## config.mk

```make
export PLATFORM = sky130hd
export DESIGN_NAME = spi_eeprom_slave_front_end
export DESIGN_NICKNAME = d
export VERILOG_FILES = /design/src/hw/spi_eeprom_slave_front_end.v
export VERILOG_INCLUDE_DIRS = /design/src /design/src/hw
export SDC_FILE = /design/constraint.sdc
export NUM_CORES = 1
export LEC_CHECK = 0
export ABC_CLOCK_PERIOD_IN_PS = 3300
export BUFFER_PORTS_ARGS = -buffer_cell sky130_fd_sc_hd__buf_2
export CORE_UTILIZATION = 42
export CTS_BUF_LIST = sky130_fd_sc_hd__clkbuf_8
export DETAILED_ROUTE_END_ITERATION = 8
export SLEW_MARGIN = 30
export SYNTH_ARGS = -nofsm -noshare
export SYNTH_HDL_FRONTEND = slang
export SYNTH_SLANG_ARGS = --single-unit
```

## constraint.sdc

```tcl
create_clock -name sys_clk_i -period 3.3 [get_ports sys_clk_i]
set_input_delay 0.66 -clock sys_clk_i [delete_from_list [all_inputs] [get_ports sys_clk_i]]
set_output_delay 0.66 -clock sys_clk_i [all_outputs]
set_load 0.05 [all_outputs]
```

## src/hw/spi_eeprom_front_regs.vh

```
`ifndef SPI_EEPROM_FRONT_REGS_VH
`define SPI_EEPROM_FRONT_REGS_VH
// Opcode decode: upper nibble zero, bit 3 ignored, low three bits select
`define OP_UPPER_NIBBLE 4'h0
`define OP_SET_WRITE_PERMIT 3'h6
`define OP_CLEAR_WRITE_PERMIT 3'h4
`define OP_STATUS_READ 3'h5
`define OP_STATUS_WRITE 3'h1
`define OP_DATA_READ 3'h3
`define OP_DATA_WRITE 3'h2
// Status register fields
`define STAT_GUARD_PIN_ENABLE 7
`define STAT_WRITE_PERMIT 1
`define STAT_BUSY 0
`define STAT_RESET 8'h00
`define STAT_WRITABLE_MASK 8'h8C
`endif

```

## src/hw/spi_eeprom_slave_front_end.v

```verilog
`timescale 1ns/100ps
`include "spi_eeprom_front_regs.vh"

module spi_eeprom_slave_front_end (
  // Clock and reset
  input wire sys_clk_i,
  input wire reset_n_i,
  // Serial pins
  input wire sclk_i,
  input wire cs_n_i,
  input wire sdi_i,
  input wire pause_n_i,
  input wire guard_n_i,
  output reg sdo_o,
  output reg sdo_oe_o,
  // Status path to the core
  input wire busy_i,
  input wire [7:0] status_in_i,
  output reg [7:0] status_o,
  output reg status_program_o,
  // Decoded frame events
  output reg [2:0] opcode_o,
  output reg opcode_valid_o,
  output reg opcode_error_o,
  output reg [7:0] rx_byte_o,
  output reg rx_byte_valid_o,
  output reg write_permit_o,
  // Transmit data for array reads
  input wire [7:0] tx_data_i
);

  // --------------------------------------------------------------------
  // Input synchronisers
  // --------------------------------------------------------------------
  reg [4:0] sync_a;
  reg [4:0] sync_b;
  reg sclk_d;
  reg cs_n_d;
  reg guard_n_d;
  wire sclk_s = sync_b[0];
  wire cs_n_s = sync_b[1];
  wire sdi_s = sync_b[2];
  wire pause_n_s = sync_b[3];
  wire guard_n_s = sync_b[4];

  always @(posedge sys_clk_i or negedge reset_n_i) begin
    if (!reset_n_i) begin
      sync_a <= 5'h1E;
      sync_b <= 5'h1E;
      sclk_d <= 1'b0;
      cs_n_d <= 1'b1;
      guard_n_d <= 1'b1;
    end else begin
      sync_a <= {guard_n_i, pause_n_i, sdi_i, cs_n_i, sclk_i};
      sync_b <= sync_a;
      sclk_d <= sclk_s;
      cs_n_d <= cs_n_s;
      guard_n_d <= guard_n_s;
    end
  end

  wire sclk_rise = sclk_s & ~sclk_d;
  wire cs_fall = ~cs_n_s & cs_n_d;
  wire cs_rise = cs_n_s & ~cs_n_d;
  wire guard_fall = ~guard_n_s & guard_n_d;

  // --------------------------------------------------------------------
  // Frame state
  // --------------------------------------------------------------------
  localparam ST_IDLE = 4'b0001;
  localparam ST_OPCODE = 4'b0010;
  localparam ST_DATA = 4'b0100;
  localparam ST_REJECT = 4'b1000;

  reg [3:0] state;
  reg [3:0] next_state;
  reg paused;
  reg [2:0] bit_cnt;
  reg [7:0] shift_in;
  reg [7:0] shift_out;
  reg [2:0] op;
  reg status_cancel;
  reg first_out;

  wire [7:0] rx_full = {shift_in[6:0], sdi_s};
  wire guard_blocks = ~guard_n_s & status_o[`STAT_GUARD_PIN_ENABLE];
  wire op_known = (rx_full[7:4] == `OP_UPPER_NIBBLE) && (rx_full[2:0] != 3'h0)
    && (rx_full[2:0] != 3'h7);
  // Shift engine runs only when selected, active and not paused
  wire active = ~cs_n_s & ~paused & (state == ST_OPCODE || state == ST_DATA);
  wire byte_done = active & sclk_rise & (bit_cnt == 3'h7);
  wire [7:0] status_read_val = busy_i ? 8'hFF : status_o;

  always @* begin
    next_state = state;
    case (state)
      ST_IDLE: begin
        if (cs_fall) begin
          next_state = ST_OPCODE;
        end
      end
      ST_OPCODE: begin
        if (byte_done) begin
          next_state = op_known ? ST_DATA : ST_REJECT;
        end
      end
      ST_DATA: begin
        next_state = ST_DATA;
      end
      ST_REJECT: begin
        next_state = ST_REJECT;
      end
      default: begin
        next_state = ST_IDLE;
      end
    endcase
    if (cs_n_s) begin
      next_state = ST_IDLE;
    end
  end

  // --------------------------------------------------------------------
  // Frame events
  // --------------------------------------------------------------------
  wire opcode_end = byte_done & (state == ST_OPCODE);
  wire data_end = byte_done & (state == ST_DATA);
  wire read_op = (op == `OP_STATUS_READ) || (op == `OP_DATA_READ);
  wire status_read_start = opcode_end & op_known & (rx_full[2:0] == `OP_STATUS_READ);
  // Status write lands only with permit, no guard block or cancel, core idle
  wire status_accept = data_end & (op == `OP_STATUS_WRITE) & write_permit_o & ~guard_blocks
    & ~status_cancel & ~busy_i;

  // --------------------------------------------------------------------
  // Frame counters
  // --------------------------------------------------------------------
  always @(posedge sys_clk_i or negedge reset_n_i) begin
    if (!reset_n_i) begin
      state <= ST_IDLE;
      bit_cnt <= 3'h0;
      shift_in <= 8'h00;
    end else begin
      state <= next_state;
      if (cs_n_s || cs_fall) begin
        bit_cnt <= 3'h0;
        shift_in <= 8'h00;
      end else if (active && sclk_rise) begin
        bit_cnt <= bit_cnt + 3'h1;
        shift_in <= rx_full;
      end
    end
  end

  // --------------------------------------------------------------------
  // Pause tracking
  // --------------------------------------------------------------------
  always @(posedge sys_clk_i or negedge reset_n_i) begin
    if (!reset_n_i) begin
      paused <= 1'b0;
    end else begin
      // Pause changes state only while the serial clock is low or on deselect
      if (cs_n_s) begin
        paused <= 1'b0;
      end else if (!sclk_s) begin
        paused <= ~pause_n_s;
      end
    end
  end

  // --------------------------------------------------------------------
  // Guard cancel
  // --------------------------------------------------------------------
  always @(posedge sys_clk_i or negedge reset_n_i) begin
    if (!reset_n_i) begin
      status_cancel <= 1'b0;
    end else begin
      // A guard fall wins over the frame-start clear
      if (~cs_n_s && guard_fall && status_o[`STAT_GUARD_PIN_ENABLE]) begin
        status_cancel <= 1'b1;
      end else if (cs_n_s || cs_fall) begin
        status_cancel <= 1'b0;
      end
    end
  end

  // --------------------------------------------------------------------
  // Opcode decode and write permit
  // --------------------------------------------------------------------
  always @(posedge sys_clk_i or negedge reset_n_i) begin
    if (!reset_n_i) begin
      op <= 3'h0;
      opcode_o <= 3'h0;
      opcode_valid_o <= 1'b0;
      opcode_error_o <= 1'b0;
      rx_byte_o <= 8'h00;
      rx_byte_valid_o <= 1'b0;
      write_permit_o <= 1'b0;
    end else begin
      opcode_valid_o <= 1'b0;
      opcode_error_o <= 1'b0;
      rx_byte_valid_o <= 1'b0;
      if (opcode_end) begin
        op <= rx_full[2:0];
        if (op_known) begin
          opcode_o <= rx_full[2:0];
          opcode_valid_o <= 1'b1;
          if (rx_full[2:0] == `OP_SET_WRITE_PERMIT) begin
            write_permit_o <= 1'b1;
          end
          if (rx_full[2:0] == `OP_CLEAR_WRITE_PERMIT) begin
            write_permit_o <= 1'b0;
          end
        end else begin
          opcode_error_o <= 1'b1;
        end
      end
      if (data_end) begin
        rx_byte_o <= rx_full;
        rx_byte_valid_o <= 1'b1;
      end
      // An accepted status write uses up the permit
      if (status_accept) begin
        write_permit_o <= 1'b0;
      end
    end
  end

  // --------------------------------------------------------------------
  // Status register
  // --------------------------------------------------------------------
  always @(posedge sys_clk_i or negedge reset_n_i) begin
    if (!reset_n_i) begin
      status_o <= `STAT_RESET;
      status_program_o <= 1'b0;
    end else begin
      status_program_o <= 1'b0;
      // Core copy is followed only while no programming cycle runs
      if (!busy_i) begin
        status_o[7:2] <= status_in_i[7:2] & 6'h23;
      end
      status_o[`STAT_BUSY] <= busy_i;
      status_o[`STAT_WRITE_PERMIT] <= write_permit_o;
      // Only the guard enable and block protect bits are programmable
      if (status_accept) begin
        status_o[`STAT_GUARD_PIN_ENABLE] <= rx_full[`STAT_GUARD_PIN_ENABLE];
        status_o[3:2] <= rx_full[3:2];
        status_program_o <= 1'b1;
      end
    end
  end

  // --------------------------------------------------------------------
  // Serial output
  // --------------------------------------------------------------------
  always @(posedge sys_clk_i or negedge reset_n_i) begin
    if (!reset_n_i) begin
      shift_out <= 8'h00;
      first_out <= 1'b0;
      sdo_o <= 1'b0;
      sdo_oe_o <= 1'b0;
    end else begin
      if (cs_n_s || cs_fall) begin
        first_out <= 1'b0;
      end else if (status_read_start) begin
        shift_out <= status_read_val;
        first_out <= 1'b1;
      end else if (data_end) begin
        if (op == `OP_STATUS_READ) begin
          shift_out <= status_read_val;
        end else if (op == `OP_DATA_READ) begin
          shift_out <= tx_data_i;
        end
        first_out <= read_op;
      end
      // Line follows the bit counter while the clock is low, so the
      // current bit comes back at once after a pause ends
      if (!active || state != ST_DATA || !first_out) begin
        sdo_oe_o <= 1'b0;
      end else if (!sclk_s) begin
        sdo_oe_o <= 1'b1;
        sdo_o <= shift_out[~bit_cnt];
      end
    end
  end

endmodule // spi_eeprom_slave_front_end

```

# After elaboration in Yosys (flattened, before gate mapping)
# Cells that the tools add are included.
[word_totals] elab_cells=139 input_bits=24 output_inout_bits=26 regBits=64
[classes] n_eq_ne=18 magnitude_cmp=1 n_bitwise=29 n_addsub=1 n_reduce_logical=27 n_mux=39
[op_table] operator="$mux W8" count=5
[op_table] operator="$mux W1" count=22
[op_table] operator="$and A1 B1 Y1" count=17
[op_table] operator="$mux W4" count=4
[op_table] operator="$pmux W4 S4" count=1
[op_table] operator="$eq A3 B3 Y1 const B" count=5
[op_table] operator="$mux W7" count=2
[op_table] operator="$reduce_bool A3 Y1" count=4
[op_table] operator="$not A1 Y1" count=11
[op_table] operator="$reduce_bool A2 Y1" count=5
[op_table] operator="$ne A3 B3 Y1 const B" count=3
[op_table] operator="$mux W3" count=2
[op_table] operator="$mux W6" count=1
[op_table] operator="$ne A2 B1 Y1 const B" count=3
[op_table] operator="$reduce_and A2 Y1" count=3
[op_table] operator="$reduce_and A3 Y1" count=2
[op_table] operator="$logic_and A1 B1 Y1" count=5
[op_table] operator="$logic_or A1 B1 Y1" count=5
[op_table] operator="$eq A4 B1 Y1 const B" count=1
[op_table] operator="$eq A4 B2 Y1 const B" count=1
[op_table] operator="$eq A4 B3 Y1 const B" count=1
[op_table] operator="$eq A4 B4 Y1 const B" count=1
[op_table] operator="$logic_not A4 Y1" count=1
[op_table] operator="$lt A3 B4 Y1 const B" count=1
[op_table] operator="other kinds (8)" count=9

# Longest topological paths before layout
# Gate-level depths: netlist (run 1).
[logic_depth] depth_word=13 ltp_mapped=7 depth_no_buf=7

# Worst setup path after synthesis (run 1)
# OpenSTA, ideal clock, no wires.
[synth_path] path_kind="register -> register" from="register state[3]" to="register opcode_o[0]" stages_incl_launch_ff=8 period_less_slack_ns=1.871 t_arrival_ns=1.746 required_time_ns=3.175 setup_ns=0.125 setup_slack_ns=1.429 n_path_buf=2 cell_sequence="dfrtp_1 -> buf_4 -> nor4b_2 -> nand3_2 -> nor2_1 -> and2_1 -> buf_2 -> mux2_2"
[synth_via] elab_chain_cells=7 elab_cells_between_ends=8 classes_between="eq/ne: 2; bitwise: 4; reduce/logical: 2"
[synth_rtl] element="from (decl)" line="spi_eeprom_slave_front_end.v:75" source="reg [3:0] state;"
[synth_rtl] element="from (signal assigned)" line="spi_eeprom_slave_front_end.v:142" source="state <= next_state;"
[synth_rtl] element="$eq A4 B2 Y1 or $eq A4 B3 Y1 (tied branches)" line="spi_eeprom_slave_front_end.v:90, spi_eeprom_slave_front_end.v:125"
[synth_rtl] element="$logic_or A1 B1 Y1" line="spi_eeprom_slave_front_end.v:90" source="wire active = ~cs_n_s & ~paused & (state == ST_OPCODE || state == ST_DATA);"
[synth_rtl] element="$and A1 B1 Y1" line="spi_eeprom_slave_front_end.v:90"
[synth_rtl] element="$and A1 B1 Y1 (2 in a row)" line="spi_eeprom_slave_front_end.v:91" source="wire byte_done = active & sclk_rise & (bit_cnt == 3'h7);"
[synth_rtl] element="$and A1 B1 Y1 *" line="spi_eeprom_slave_front_end.v:125" source="wire opcode_end = byte_done & (state == ST_OPCODE);"
[synth_rtl] element="$reduce_and A2 Y1 (no line) *"
[synth_rtl] element="to (signal assigned)" line="spi_eeprom_slave_front_end.v:204" source="opcode_o <= rx_full[2:0];"
[synth_rtl] element="to (decl)" line="spi_eeprom_slave_front_end.v:22" source="output reg [2:0] opcode_o,"
# Every way passes the cells marked *; elsewhere a longest branch is shown, timed or not.
# A chain may end at the register's enable or synchronous reset.

# Worst setup path after layout (run 1)
[layout_path] from="register bit_cnt[0]" to="register shift_out[1]"
[layout_via] elab_chain_cells=7 elab_cells_between_ends=10 classes_between="eq/ne: 1; mux: 1; bitwise: 5; reduce/logical: 3"
[layout_rtl] element="from (decl)" line="spi_eeprom_slave_front_end.v:78" source="reg [2:0] bit_cnt;"
[layout_rtl] element="from (signal assigned)" line="spi_eeprom_slave_front_end.v:147" source="bit_cnt <= bit_cnt + 3'h1;"
[layout_rtl] element="$eq A3 B3 Y1 *" line="spi_eeprom_slave_front_end.v:91"
[layout_rtl] element="$and A1 B1 Y1 *" line="spi_eeprom_slave_front_end.v:91"
[layout_rtl] element="$and A1 B1 Y1" line="spi_eeprom_slave_front_end.v:125"
[layout_rtl] element="$and A1 B1 Y1 (2 in a row)" line="spi_eeprom_slave_front_end.v:128" source="wire status_read_start = opcode_end & op_known & (rx_full[2:0] == `OP_STATUS_READ);"
[layout_rtl] element="$reduce_bool A3 Y1 (no line) or $reduce_bool A2 Y1 (tied branches)"
[layout_rtl] element="$reduce_and A3 Y1 (no line)"
[layout_rtl] element="to (signal assigned)" line="spi_eeprom_slave_front_end.v:264" source="shift_out <= status_read_val;"
[layout_rtl] element="to (signal assigned)" line="spi_eeprom_slave_front_end.v:268" source="shift_out <= status_read_val;"
[layout_rtl] element="to (signal assigned)" line="spi_eeprom_slave_front_end.v:270" source="shift_out <= tx_data_i;"
[layout_rtl] element="to (decl)" line="spi_eeprom_slave_front_end.v:80" source="reg [7:0] shift_out;"
# Marks and branches as above.

==> impl_metrics.py, run 1 <==
metrics = {
    "pwr": {
        "pwr-share-comb_pct": 6.6,
        "power.internal_mw": 1.154,
        "power.leakage_nw": 1.544,
        "sequentialPowerShare_pct": 54.2,
        "ir_drop_v": 0.0003695,
        "p_clk_share_pct": 39.2,
        "p_sw_share_pct": 24.79,
        "power.density_mw_per_mm2": 479.2,
        "p_sw_uw": 380.3,
    },
    "routing": {
        "ant_nets": 0,
        "routed_wl_um": 5117,
        "via_per_inst": 5.074,
        "vias": 1776,
        "dr.pass1.iters": 4,
        "drc": 0,
        "avgRoutedWirePerCell_um": 14.62,
        "dr.first_iter.drc_count": 79,
    },
    "synth": {
        "ys_ff_latch": 64,
        "yosysWarnings": 0,
        "synth_edf_count": 0,
        "synth_top_family_by_area": "simple AND/OR/NAND/NOR gates",
        "synth_area_mm2": 0.002760,
        "synth.distinct_cells": 43,
        "synth_adder_area_share_pct": 0.9066,
        "netlist_instances": 224,
        "synthXorXnorAreaFrac_pct": 1.269,
        "synthSimpleGateAreaFrac_pct": 15.55,
        "ys_seq_area_share_pct": 58.52,
        "syn_area_per_cell_um2": 12.32,
        "ys_dominant_reg_cell": "dfrtp_1",
        "synth_compound_area_share_pct": 8.296,
        "async_flop_share_pct": 100.0,
        "muxShareOfSynthArea_pct": 12.42,
    },
    "run_status": {
        "status": "finished clean",
    },
    "critical_path": {
        "rrSetupSlack_ps": 1190,
        "crit_fanout": 8,
        "worst_setup_path_start_kind": "flop",
        "critPathCaptureType": "flop",
        "cp.required_ps": 3570,
        "criticalPathCategory": "reg -> reg",
        "worst_ep_arrival_time_ps": 2380,
    },
    "clock_network": {
        "clkLatencyLatePin_ps": 340,
        "clk_path_buf_depth": 2,
        "cts_tree": "done",
        "clock_sinks": 64,
        "numCtsBuffers": 9,
        "cts-resized-gates": 0,
        "cts_root_buf": "clkbuf_8",
        "cts_hold_buf": 0,
        "h-tree-depth": 3,
        "cts_setup_buffers": 0,
        "path_clk_slew_ps": 70,
    },
    "sta": {
        "finalSetupTns_ps": 0,
        "whs_ps": 353.3,
        "period_share_pct": 64.05,
        "fin_crit_ps": 2114,
        "hold_violations": 0,
        "worst_slew_pin_slew_ps": 687.3,
        "final_max_slew_viol_count": 0,
        "setup_viol_count_final": 0,
        "rsz0062_at_grt": "no",
        "fmax_ghz": 0.4731,
        "slew_headroom_pct": 54.18,
        "clock_skew_ps": 11.53,
    },
    "grt": {
        "grt_pass1_wl_um": 8914,
        "antenna_found_initial": 0,
        "grt_max_degree": 36,
        "grt-ovfl-total": 0,
        "grt_pass1_vias": 1784,
        "grt.total_usage_pct": 16.76,
    },
    "run": {
        "drv_cap": 0,
    },
    "floorplanning": {
        "num_io_pins": 50,
        "die_h_um": 83.07,
        "rows": 29,
        "die_w_um": 83.07,
        "initial_utilization_pct": 43.47,
        "die_area_mm2": 0.006900,
        "coreArea_mm2": 0.006350,
    },
    "worst_hold_path": {
        "hold_path.class": "reg -> reg",
    },
    "placed_design": {
        "io_buffers": 41,
        "hpwlAfterDp_um": 3495,
        "gp_congestion": 0.8499,
    },
    "final_layout": {
        "nets": 294,
        "diodes": 0,
        "syn_to_final_growth_pct": 16.00,
        "drive_above_1_share_pct": 35.90,
        "layout_common_cells": "53 x dfrtp_1, 41 x buf_2, 22 x nor2_1",
        "layout_commonest_cell": "dfrtp_1",
    },
}
[cell families (layout without fill, tap and decap cells)]
kind of cell	count (synthesis)	after routing
AOI/OAI and AO/OA	39	39
xor gates and xnor gates	4	4
adders and majority gates	2	2
buffers and inverters	14	61
DFF	64	64
muxes	30	30
other	1	3
and+or+nand+nor	70	70
[flip-flops by register name, indices dropped and copies added, names as in the netlist]
signal and cells:
sync_a 5, shift_in 7, sdo_oe_o 1, sync_b 5, sdo_o 1, status_cancel 1, opcode_o 3, rx_byte_o 8
shift_out 8, op 3, paused 1, write_permit_o 1, rx_byte_valid_o 1, opcode_valid_o 1, bit_cnt 3, state 4
guard_n_d 1, status_program_o 1, first_out 1, status_o 5, sclk_d 1, cs_n_d 1, opcode_error_o 1
[metal layers]
| layer | up-vias | global-route usage [%] | share of wire, % | wire (um) |
|---|---|---|---|---|
| met1 | 862 | 22.98 | 49 | 2512 |
| met3 | 9 | 6.759 | 4.2 | 215 |
| met2 | 31 | 23.92 | 45 | 2317 |
| met5 | - | 0 | 0 | 0 |
| li1 | 874 | - | - | - |
| met4 | 0 | 6.270 | 1.4 | 72 |
[stage by stage]
stage	utilization [%]	instance area (um^2)	setup WS [ps]	cells	total power, mW
after floorplan	-	2768	1429	226	0.9076
after global placement	47.63	3024	1191	334	0.9481
after detailed placement	47.63	3024	1160	334	0.9498
after CTS	50.42	3202	1161	350	1.554
after global routing	50.42	3202	982.6	350	1.600
final	50.42	3202	1186	350	1.534
[area by class of cell]
class                   instances  area [um^2]
multi-input cells             148         1072
clock buffers                  11        151.4
well taps                      77        96.34
inverters                       2        7.507
clock inverters                 5        26.28
repair buffers                 43        232.7
flip-flops and latches         64         1615
fillers                       580         3148
[path summary, 6_finish.rpt]
path / start / cells past startpoint / end
max: bit_cnt[0]$_DFFE_PN0P_ / 7 / shift_out[1]$_DFFE_PN0P_
min: sync_a[0]$_DFF_PN0_ / 0 / sync_b[0]$_DFF_PN0_
max reg2reg: bit_cnt[0]$_DFFE_PN0P_ / 7 / shift_out[1]$_DFFE_PN0P_
min reg2reg: sync_a[0]$_DFF_PN0_ / 0 / sync_b[0]$_DFF_PN0_
max in group asynchronous: reset_n_i / 2 / sync_a[4]$_DFF_PN1_
min in group asynchronous: reset_n_i / 1 / state[1]$_DFFE_PN0P_
[worst max-delay path: stages, from the launching register on]
cell and delay (ps):
dfrtp_1 460, ha_1 180, ha_1 250, and3b_1 200
nand4_2 190, a211oi_4 440, o21ai_0 170, o21ai_1 150
[synth_stat cells (2+ instances only)]
master | count | area, um^2
a21oi_1 | 11 | 55.05
a31oi_1 | 2 | 12.51
buf_2 | 4 | 20.02
buf_4 | 4 | 30.03
clkbuf_1 | 3 | 11.26
dfrtp_1 | 53 | 1326
dfstp_2 | 11 | 289.0
ha_1 | 2 | 25.02
inv_1 | 2 | 7.510
mux2_2 | 14 | 157.7
mux2i_1 | 14 | 140.1
mux4_2 | 2 | 45.04
nand2_1 | 13 | 48.80
nand2b_1 | 6 | 37.54
nand3_1 | 3 | 15.01
nor2_1 | 22 | 82.58
nor3_1 | 6 | 30.03
nor4b_2 | 3 | 45.04
o21a_1 | 4 | 30.03
o21ai_0 | 10 | 50.05
o21ai_1 | 9 | 45.04
or2_2 | 2 | 12.51
xor2_1 | 4 | 35.03
[power groups by stage]
| stage | clock network (mW) | logic (mW) | registers [mW] |
|---|---|---|---|
| after floorplan | 0 | 0.0533 | 0.854 |
| after global placement | 0 | 0.102 | 0.846 |
| after detailed placement | 0 | 0.103 | 0.847 |
| after CTS | 0.618 | 0.103 | 0.832 |
| after global routing | 0.653 | 0.112 | 0.835 |
| final | 0.601 | 0.101 | 0.832 |
Power figures use the tool's default switching activity.
==> run 2, diff against run 1 <==
- ABC_AREA: not set -> 1
- ABC_CLOCK_PERIOD_IN_PS: 3300 -> 1960
- clock period: 3.3 -> 1.96 ns (I/O delays scaled with it)
==> impl_metrics.py, run 2 <==
metrics = {
    "critical_path": {
        "cp_cell_sequence": "inv_1 > nand3_1 > nand2_1 > nor2_4 > inv_2 > nor2_4 > nand3_1 > nand2_1 > nand3_1 > nand2_1",
        "rrSetupSlack_ps": 170,
        "r2r_start": "sync_b[2]$_DFF_PN1_",
        "critPathBufInv": 2,
        "worst_ep_arrival_time_ps": 2070,
        "cp.required_ps": 2230,
        "path_delay_family": "simple AND/OR/NAND/NOR gates",
        "crit_slowest_cell": "dfstp_2",
        "crit_fanout": 8,
        "r2r_cells": 10,
        "r2r_end": "shift_out[6]$_DFFE_PN0P_",
        "criticalPathCategory": "reg -> reg",
        "max_stage_delay_ps": 560,
        "critPathCaptureType": "flop",
        "worst_setup_path_start_kind": "flop",
    },
    "sta": {
        "rsz0062_at_grt": "no",
        "finalSetupTns_ps": 0,
        "final_max_slew_viol_count": 0,
        "fin_crit_ps": 1792,
        "hold_violations": 0,
        "worst_slew_pin_slew_ps": 500.2,
        "slew_headroom_pct": 66.53,
        "period_share_pct": 91.45,
        "fmax_ghz": 0.5579,
        "clock_skew_ps": 14.33,
        "setup_viol_count_final": 0,
    },
    "pwr": {
        "power.density_mw_per_mm2": 805.5,
        "ir_drop_v": 0.0005067,
        "p_sw_share_pct": 26.24,
        "pwr-share-comb_pct": 9.4,
        "sequentialPowerShare_pct": 50.8,
        "power.internal_mw": 2.041,
        "power.leakage_nw": 1.718,
        "p_sw_uw": 726.2,
        "finalPower_mw": 2.768,
        "p_clk_share_pct": 39.9,
    },
    "synth": {
        "synth.most_common_cell": "nand2_1",
        "synth_area_mm2": 0.002854,
        "syn_area_per_cell_um2": 9.296,
        "synth_edf_count": 0,
        "synth_common_cells": "72 x nand2_1, 53 x dfrtp_1, 36 x inv_1",
        "synth.distinct_cells": 33,
        "netlist_instances": 307,
        "ys_seq_area_share_pct": 56.60,
        "synth_top_area_share_pct": 46.47,
        "ys_ff_latch": 64,
        "async_flop_share_pct": 100.0,
        "ys_dominant_reg_cell": "dfrtp_1",
        "synth_area_leader_cell": "dfrtp_1",
        "yosysWarnings": 0,
        "synth.area.top_cells": "dfrtp_1 46%, dfstp_2 10%, nand2_1 9.5%",
    },
    "clock_network": {
        "cts_tree": "done",
        "clock_sinks": 64,
        "path_clk_slew_ps": 70,
        "clk_path_buf_depth": 2,
        "cts_hold_buf": 0,
        "cts_root_buf": "clkbuf_8",
        "h-tree-depth": 3,
        "clkLatencyLatePin_ps": 350,
        "numCtsBuffers": 9,
    },
    "placed_design": {
        "hpwlAfterDp_um": 4392,
        "place_area_mm2": 0.003236,
        "io_buffers": 41,
        "gp_congestion": 0.8744,
    },
    "routing": {
        "dr.first_iter.drc_count": 133,
        "drc": 1,
        "vias": 2230,
        "avgRoutedWirePerCell_um": 13.38,
        "dr.pass1.iters": 6,
        "routed_wl_um": 6034,
        "ant_nets": 0,
        "via_per_inst": 4.945,
    },
    "grt": {
        "grt_pass1_vias": 2217,
        "grt_max_degree": 65,
        "grt_pass1_wl_um": 10590,
        "grt-ovfl-total": 0,
        "antenna_found_initial": 0,
        "grt.total_usage_pct": 19.24,
    },
    "run_status": {
        "status": "complete, but fails checks",
        "violations": "DRC",
    },
    "final_layout": {
        "final_area_mm2": 0.003436,
        "nets": 395,
        "diodes": 0,
        "layout_commonest_cell": "nand2_1",
        "syn_to_final_growth_pct": 20.39,
        "drive_above_1_share_pct": 29.68,
        "layout_common_cells": "71 x nand2_1, 52 x dfrtp_1, 41 x buf_2",
        "reg_top3": "rx_byte_o: 8 flops, shift_out: 8 flops, shift_in: 7 flops",
    },
    "floorplanning": {
        "num_io_pins": 50,
        "die_h_um": 84.44,
        "die_w_um": 84.44,
        "die_area_mm2": 0.007129,
        "coreArea_mm2": 0.006459,
        "rows": 29,
        "initial_utilization_pct": 44.19,
    },
    "run": {
        "drv_cap": 0,
    },
    "worst_hold_path": {
        "hold_path.class": "in -> async",
    },
}
## run 2: area by class of cell
cell class,count,area (um^2)
fillers,617,3023
inverters,41,153.9
multi-input cells,199,1057
well taps,77,96.34
flip-flops and latches,64,1617
clock buffers,9,123.9
repair buffers,54,315.3
clock inverters,7,72.57
## run 2: layer usage
| layer | vias to the layer above | GRT usage, % | wire length [um] |
|---|---|---|---|
| li1 | 1127 | - | - |
| met1 | 1058 | 25.24 | 2888 |
| met2 | 38 | 30.55 | 2853 |
| met3 | 7 | 6.785 | 210 |
| met4 | 0 | 5.239 | 82 |
| met5 | - | 0 | 0 |
## run 2: metrics by stage
step / instances / worst slack, ps / hold slack (ps) / utilization (%)
floorplan: 309 / 309.2 / 96.41 / -
global placement: 435 / 215.1 / 344.9 / 50.10
detailed placement: 435 / 174.9 / 337.8 / 50.10
CTS: 451 / 151.9 / 52.06 / 53.14
global route: 451 / 2.074 / 82.97 / 53.20
finish: 451 / 167.6 / 45.27 / 53.20
## run 2: kinds of logic after synthesis
family / after synthesis / share of synthesized area, %
AND/OR/NAND/NOR: 139 / 23.41
flip-flops: 64 / 56.60
AO/OA/AOI/OAI: 50 / 10.30
buffers and inverters: 46 / 6.707
multiplexers: 5 / 1.973
adder cells (fa/ha/maj): 2 / 0.8767
other: 1 / 0.1314
## run 2: power groups by stage
stage               registers (mW)  logic (mW)  clock network, mW
floorplan                     1.45       0.146                  0
global placement              1.43       0.254                  0
detailed placement            1.43       0.259                  0
CTS                           1.41       0.260               1.13
global route                  1.41       0.290               1.19
finish                        1.41       0.259               1.10
## run 2: timing repair
action,4_1_cts,5_1_grt
gates resized for setup,0,2
setup endpoints to repair,0,3
setup buffers,0,0
## run 2: how the worst max path moves through the flow
stage / start / end / slack (ps) / depth (start not counted)
5_1_grt: sync_b[2]$_DFF_PN1_ / shift_out[6]$_DFFE_PN0P_ / 2 / 10
2_1_floorplan: bit_cnt[0]$_DFFE_PN0P_ / shift_out[0]$_DFFE_PN0P_ / 310 / 10
6_report: sync_b[2]$_DFF_PN1_ / shift_out[6]$_DFFE_PN0P_ / 170 / 10
3_3_place_gp: sync_b[2]$_DFF_PN1_ / shift_out[6]$_DFFE_PN0P_ / 220 / 10
4_1_cts: sync_b[2]$_DFF_PN1_ / shift_out[6]$_DFFE_PN0P_ / 150 / 10
3_5_place_dp: state[1]$_DFFE_PN0P_ / shift_out[2]$_DFFE_PN0P_ / 170 / 11
==> run 3, diff against run 2 <==
- HOLD_SLACK_MARGIN: not set -> 0.06
==> impl_metrics.py, run 3 (synthesis gave the netlist of run 2 again) <==
metrics = {
    "worst_hold_path": {
        "hold_path.class": "in -> reg",
    },
    "routing": {
        "dr.first_iter.drc_count": 133,
        "avgRoutedWirePerCell_um": 13.35,
        "vias": 2233,
        "wl_met3_um": 193,
        "wl_met1_um": 2898,
        "drc": 1,
        "dr_wl_met2_um": 2859,
        "highest_layer": "met4",
        "dr.pass1.iters": 6,
        "via_per_inst": 4.940,
        "routed_wl_um": 6034,
        "ant_nets": 0,
    },
    "critical_path": {
        "critPathCaptureType": "flop",
        "worst_setup_path_start_kind": "flop",
        "criticalPathCategory": "reg -> reg",
        "crit_slowest_cell": "dfstp_2",
        "cp.required_ps": 2230,
        "cp_cell_sequence": "inv_1 > nand3_1 > nand2_1 > nor2_4 > inv_2 > nor2_4 > nand3_1 > nand2_1 > nand3_1 > nand2_1",
        "max_stage_delay_ps": 560,
        "crit_fanout": 8,
        "worst_ep_arrival_time_ps": 2060,
    },
    "sta": {
        "rsz0062_at_grt": "no",
        "setup_viol_count_final": 0,
        "final_max_slew_viol_count": 0,
        "period_share_pct": 91.41,
        "hold_violations": 0,
        "worst_slew_pin_slew_ps": 500.5,
        "clock_skew_ps": 14.29,
        "finalSetupTns_ps": 0,
        "slew_headroom_pct": 66.51,
        "fmax_ghz": 0.5582,
        "fin_crit_ps": 1792,
    },
    "final_layout": {
        "nets": 396,
        "final-seq-area_mm2": 0.001617,
        "fin_cells": 452,
        "layout_commonest_cell": "nand2_1",
        "drive_above_1_share_pct": 29.60,
        "multiInputGateArea_mm2": 0.001057,
        "nFillCells": 616,
        "syn_to_final_growth_pct": 20.74,
        "layout_common_cells": "71 x nand2_1, 52 x dfrtp_1, 41 x buf_2",
        "reg_top3": "rx_byte_o: 8 flops, shift_out: 8 flops, shift_in: 7 flops",
        "diodes": 0,
    },
    "placed_design": {
        "io_buffers": 41,
        "dp.cells": 435,
        "gp_congestion": 0.8744,
        "hpwlAfterDp_um": 4392,
    },
    "grt": {
        "grt_max_degree": 65,
        "grt.total_usage_pct": 19.29,
        "grt-ovfl-total": 0,
        "antenna_found_initial": 0,
        "grt_pass1_wl_um": 10620,
        "grt_pass1_vias": 2225,
    },
    "floorplanning": {
        "die_w_um": 84.44,
        "rows": 29,
        "die_area_mm2": 0.007129,
        "coreArea_mm2": 0.006459,
        "num_io_pins": 50,
        "die_h_um": 84.44,
        "initial_utilization_pct": 44.19,
    },
    "clock_network": {
        "cts_root_buf": "clkbuf_8",
        "cts_tree": "done",
        "path_clk_slew_ps": 70,
        "h-tree-depth": 3,
        "cts_setup_buffers": 0,
        "clkLatencyLatePin_ps": 340,
        "numCtsBuffers": 9,
        "clk_path_buf_depth": 2,
        "clock_sinks": 64,
    },
    "pwr": {
        "power.leakage_nw": 1.722,
        "power.density_mw_per_mm2": 803.3,
        "ir_drop_v": 0.0005067,
    },
    "run_status": {
        "violations": "DRC",
        "status": "complete, but fails checks",
    },
    "run": {
        "drv_cap": 0,
    },
}
run 3: final timing paths:
kind                                     start                        to  slack (ps)  depth (start not counted)
min in group asynchronous            reset_n_i      state[1]$_DFFE_PN0P_         600                          3
max                        sync_b[2]$_DFF_PN1_  shift_out[6]$_DFFE_PN0P_         170                         10
min reg2reg                sync_a[1]$_DFF_PN1_       sync_b[1]$_DFF_PN1_         360                          0
max in group asynchronous            reset_n_i       sync_a[2]$_DFF_PN1_        1030                          3
max reg2reg                sync_b[2]$_DFF_PN1_  shift_out[6]$_DFFE_PN0P_         170                         10
min                                      sdi_i       sync_a[2]$_DFF_PN1_         140                          1
run 3: timing repair:
action | 4_1_cts | 5_1_grt
hold buffers | 1 | 0
endpoints found under the setup margin | 0 | 3
gates resized for setup | 0 | 2
hold endpoints to repair | 23 | 0
run 3: critical path: cells and delay by family, from the launching register on:
family | cells | cell delay, ps
AND/OR/NAND/NOR | 8 | 1030
flip-flops | 1 | 560
buffers and inverters | 2 | 140
run 3: cell type report:
| cell class | instances | share of cell area (%) |
|---|---|---|
| clock buffers | 9 | 3.595 |
| clock inverters | 7 | 2.106 |
| inverters | 41 | 4.466 |
| multi-input cells | 199 | 30.68 |
| flip-flops and latches | 64 | 46.91 |
| well taps | 77 | 2.796 |
| repair buffers | 55 | 9.441 |
run 3: layer usage:
layer	up-vias	global-route usage, %
li1	1130	-
met1	1056	25.31
met2	40	30.70
met3	7	6.686
met4	0	5.239
met5	-	0
run 3: through the flow:
step           hold WS (ps)  power (mW)  utilization [%]  setup slack (ps)  instance area (um^2)
3_3_place_gp          344.9       1.682            50.10             215.1                  3236
5_1_grt               121.5       2.890            53.35             2.074                  3446
6_report              144.7       2.768            53.35             168.4                  3446
3_5_place_dp          337.8       1.690            50.10             174.9                  3236
4_1_cts               125.2       2.801            53.29             151.9                  3442
2_1_floorplan         96.41       1.594                -             309.2                  2861
run 3: power by group:
group	leakage (nW)	internal, mW	switching (mW)
registers	0.785	1.38	0.0272
logic	0.841	0.0791	0.181
clock network	0.0952	0.586	0.517
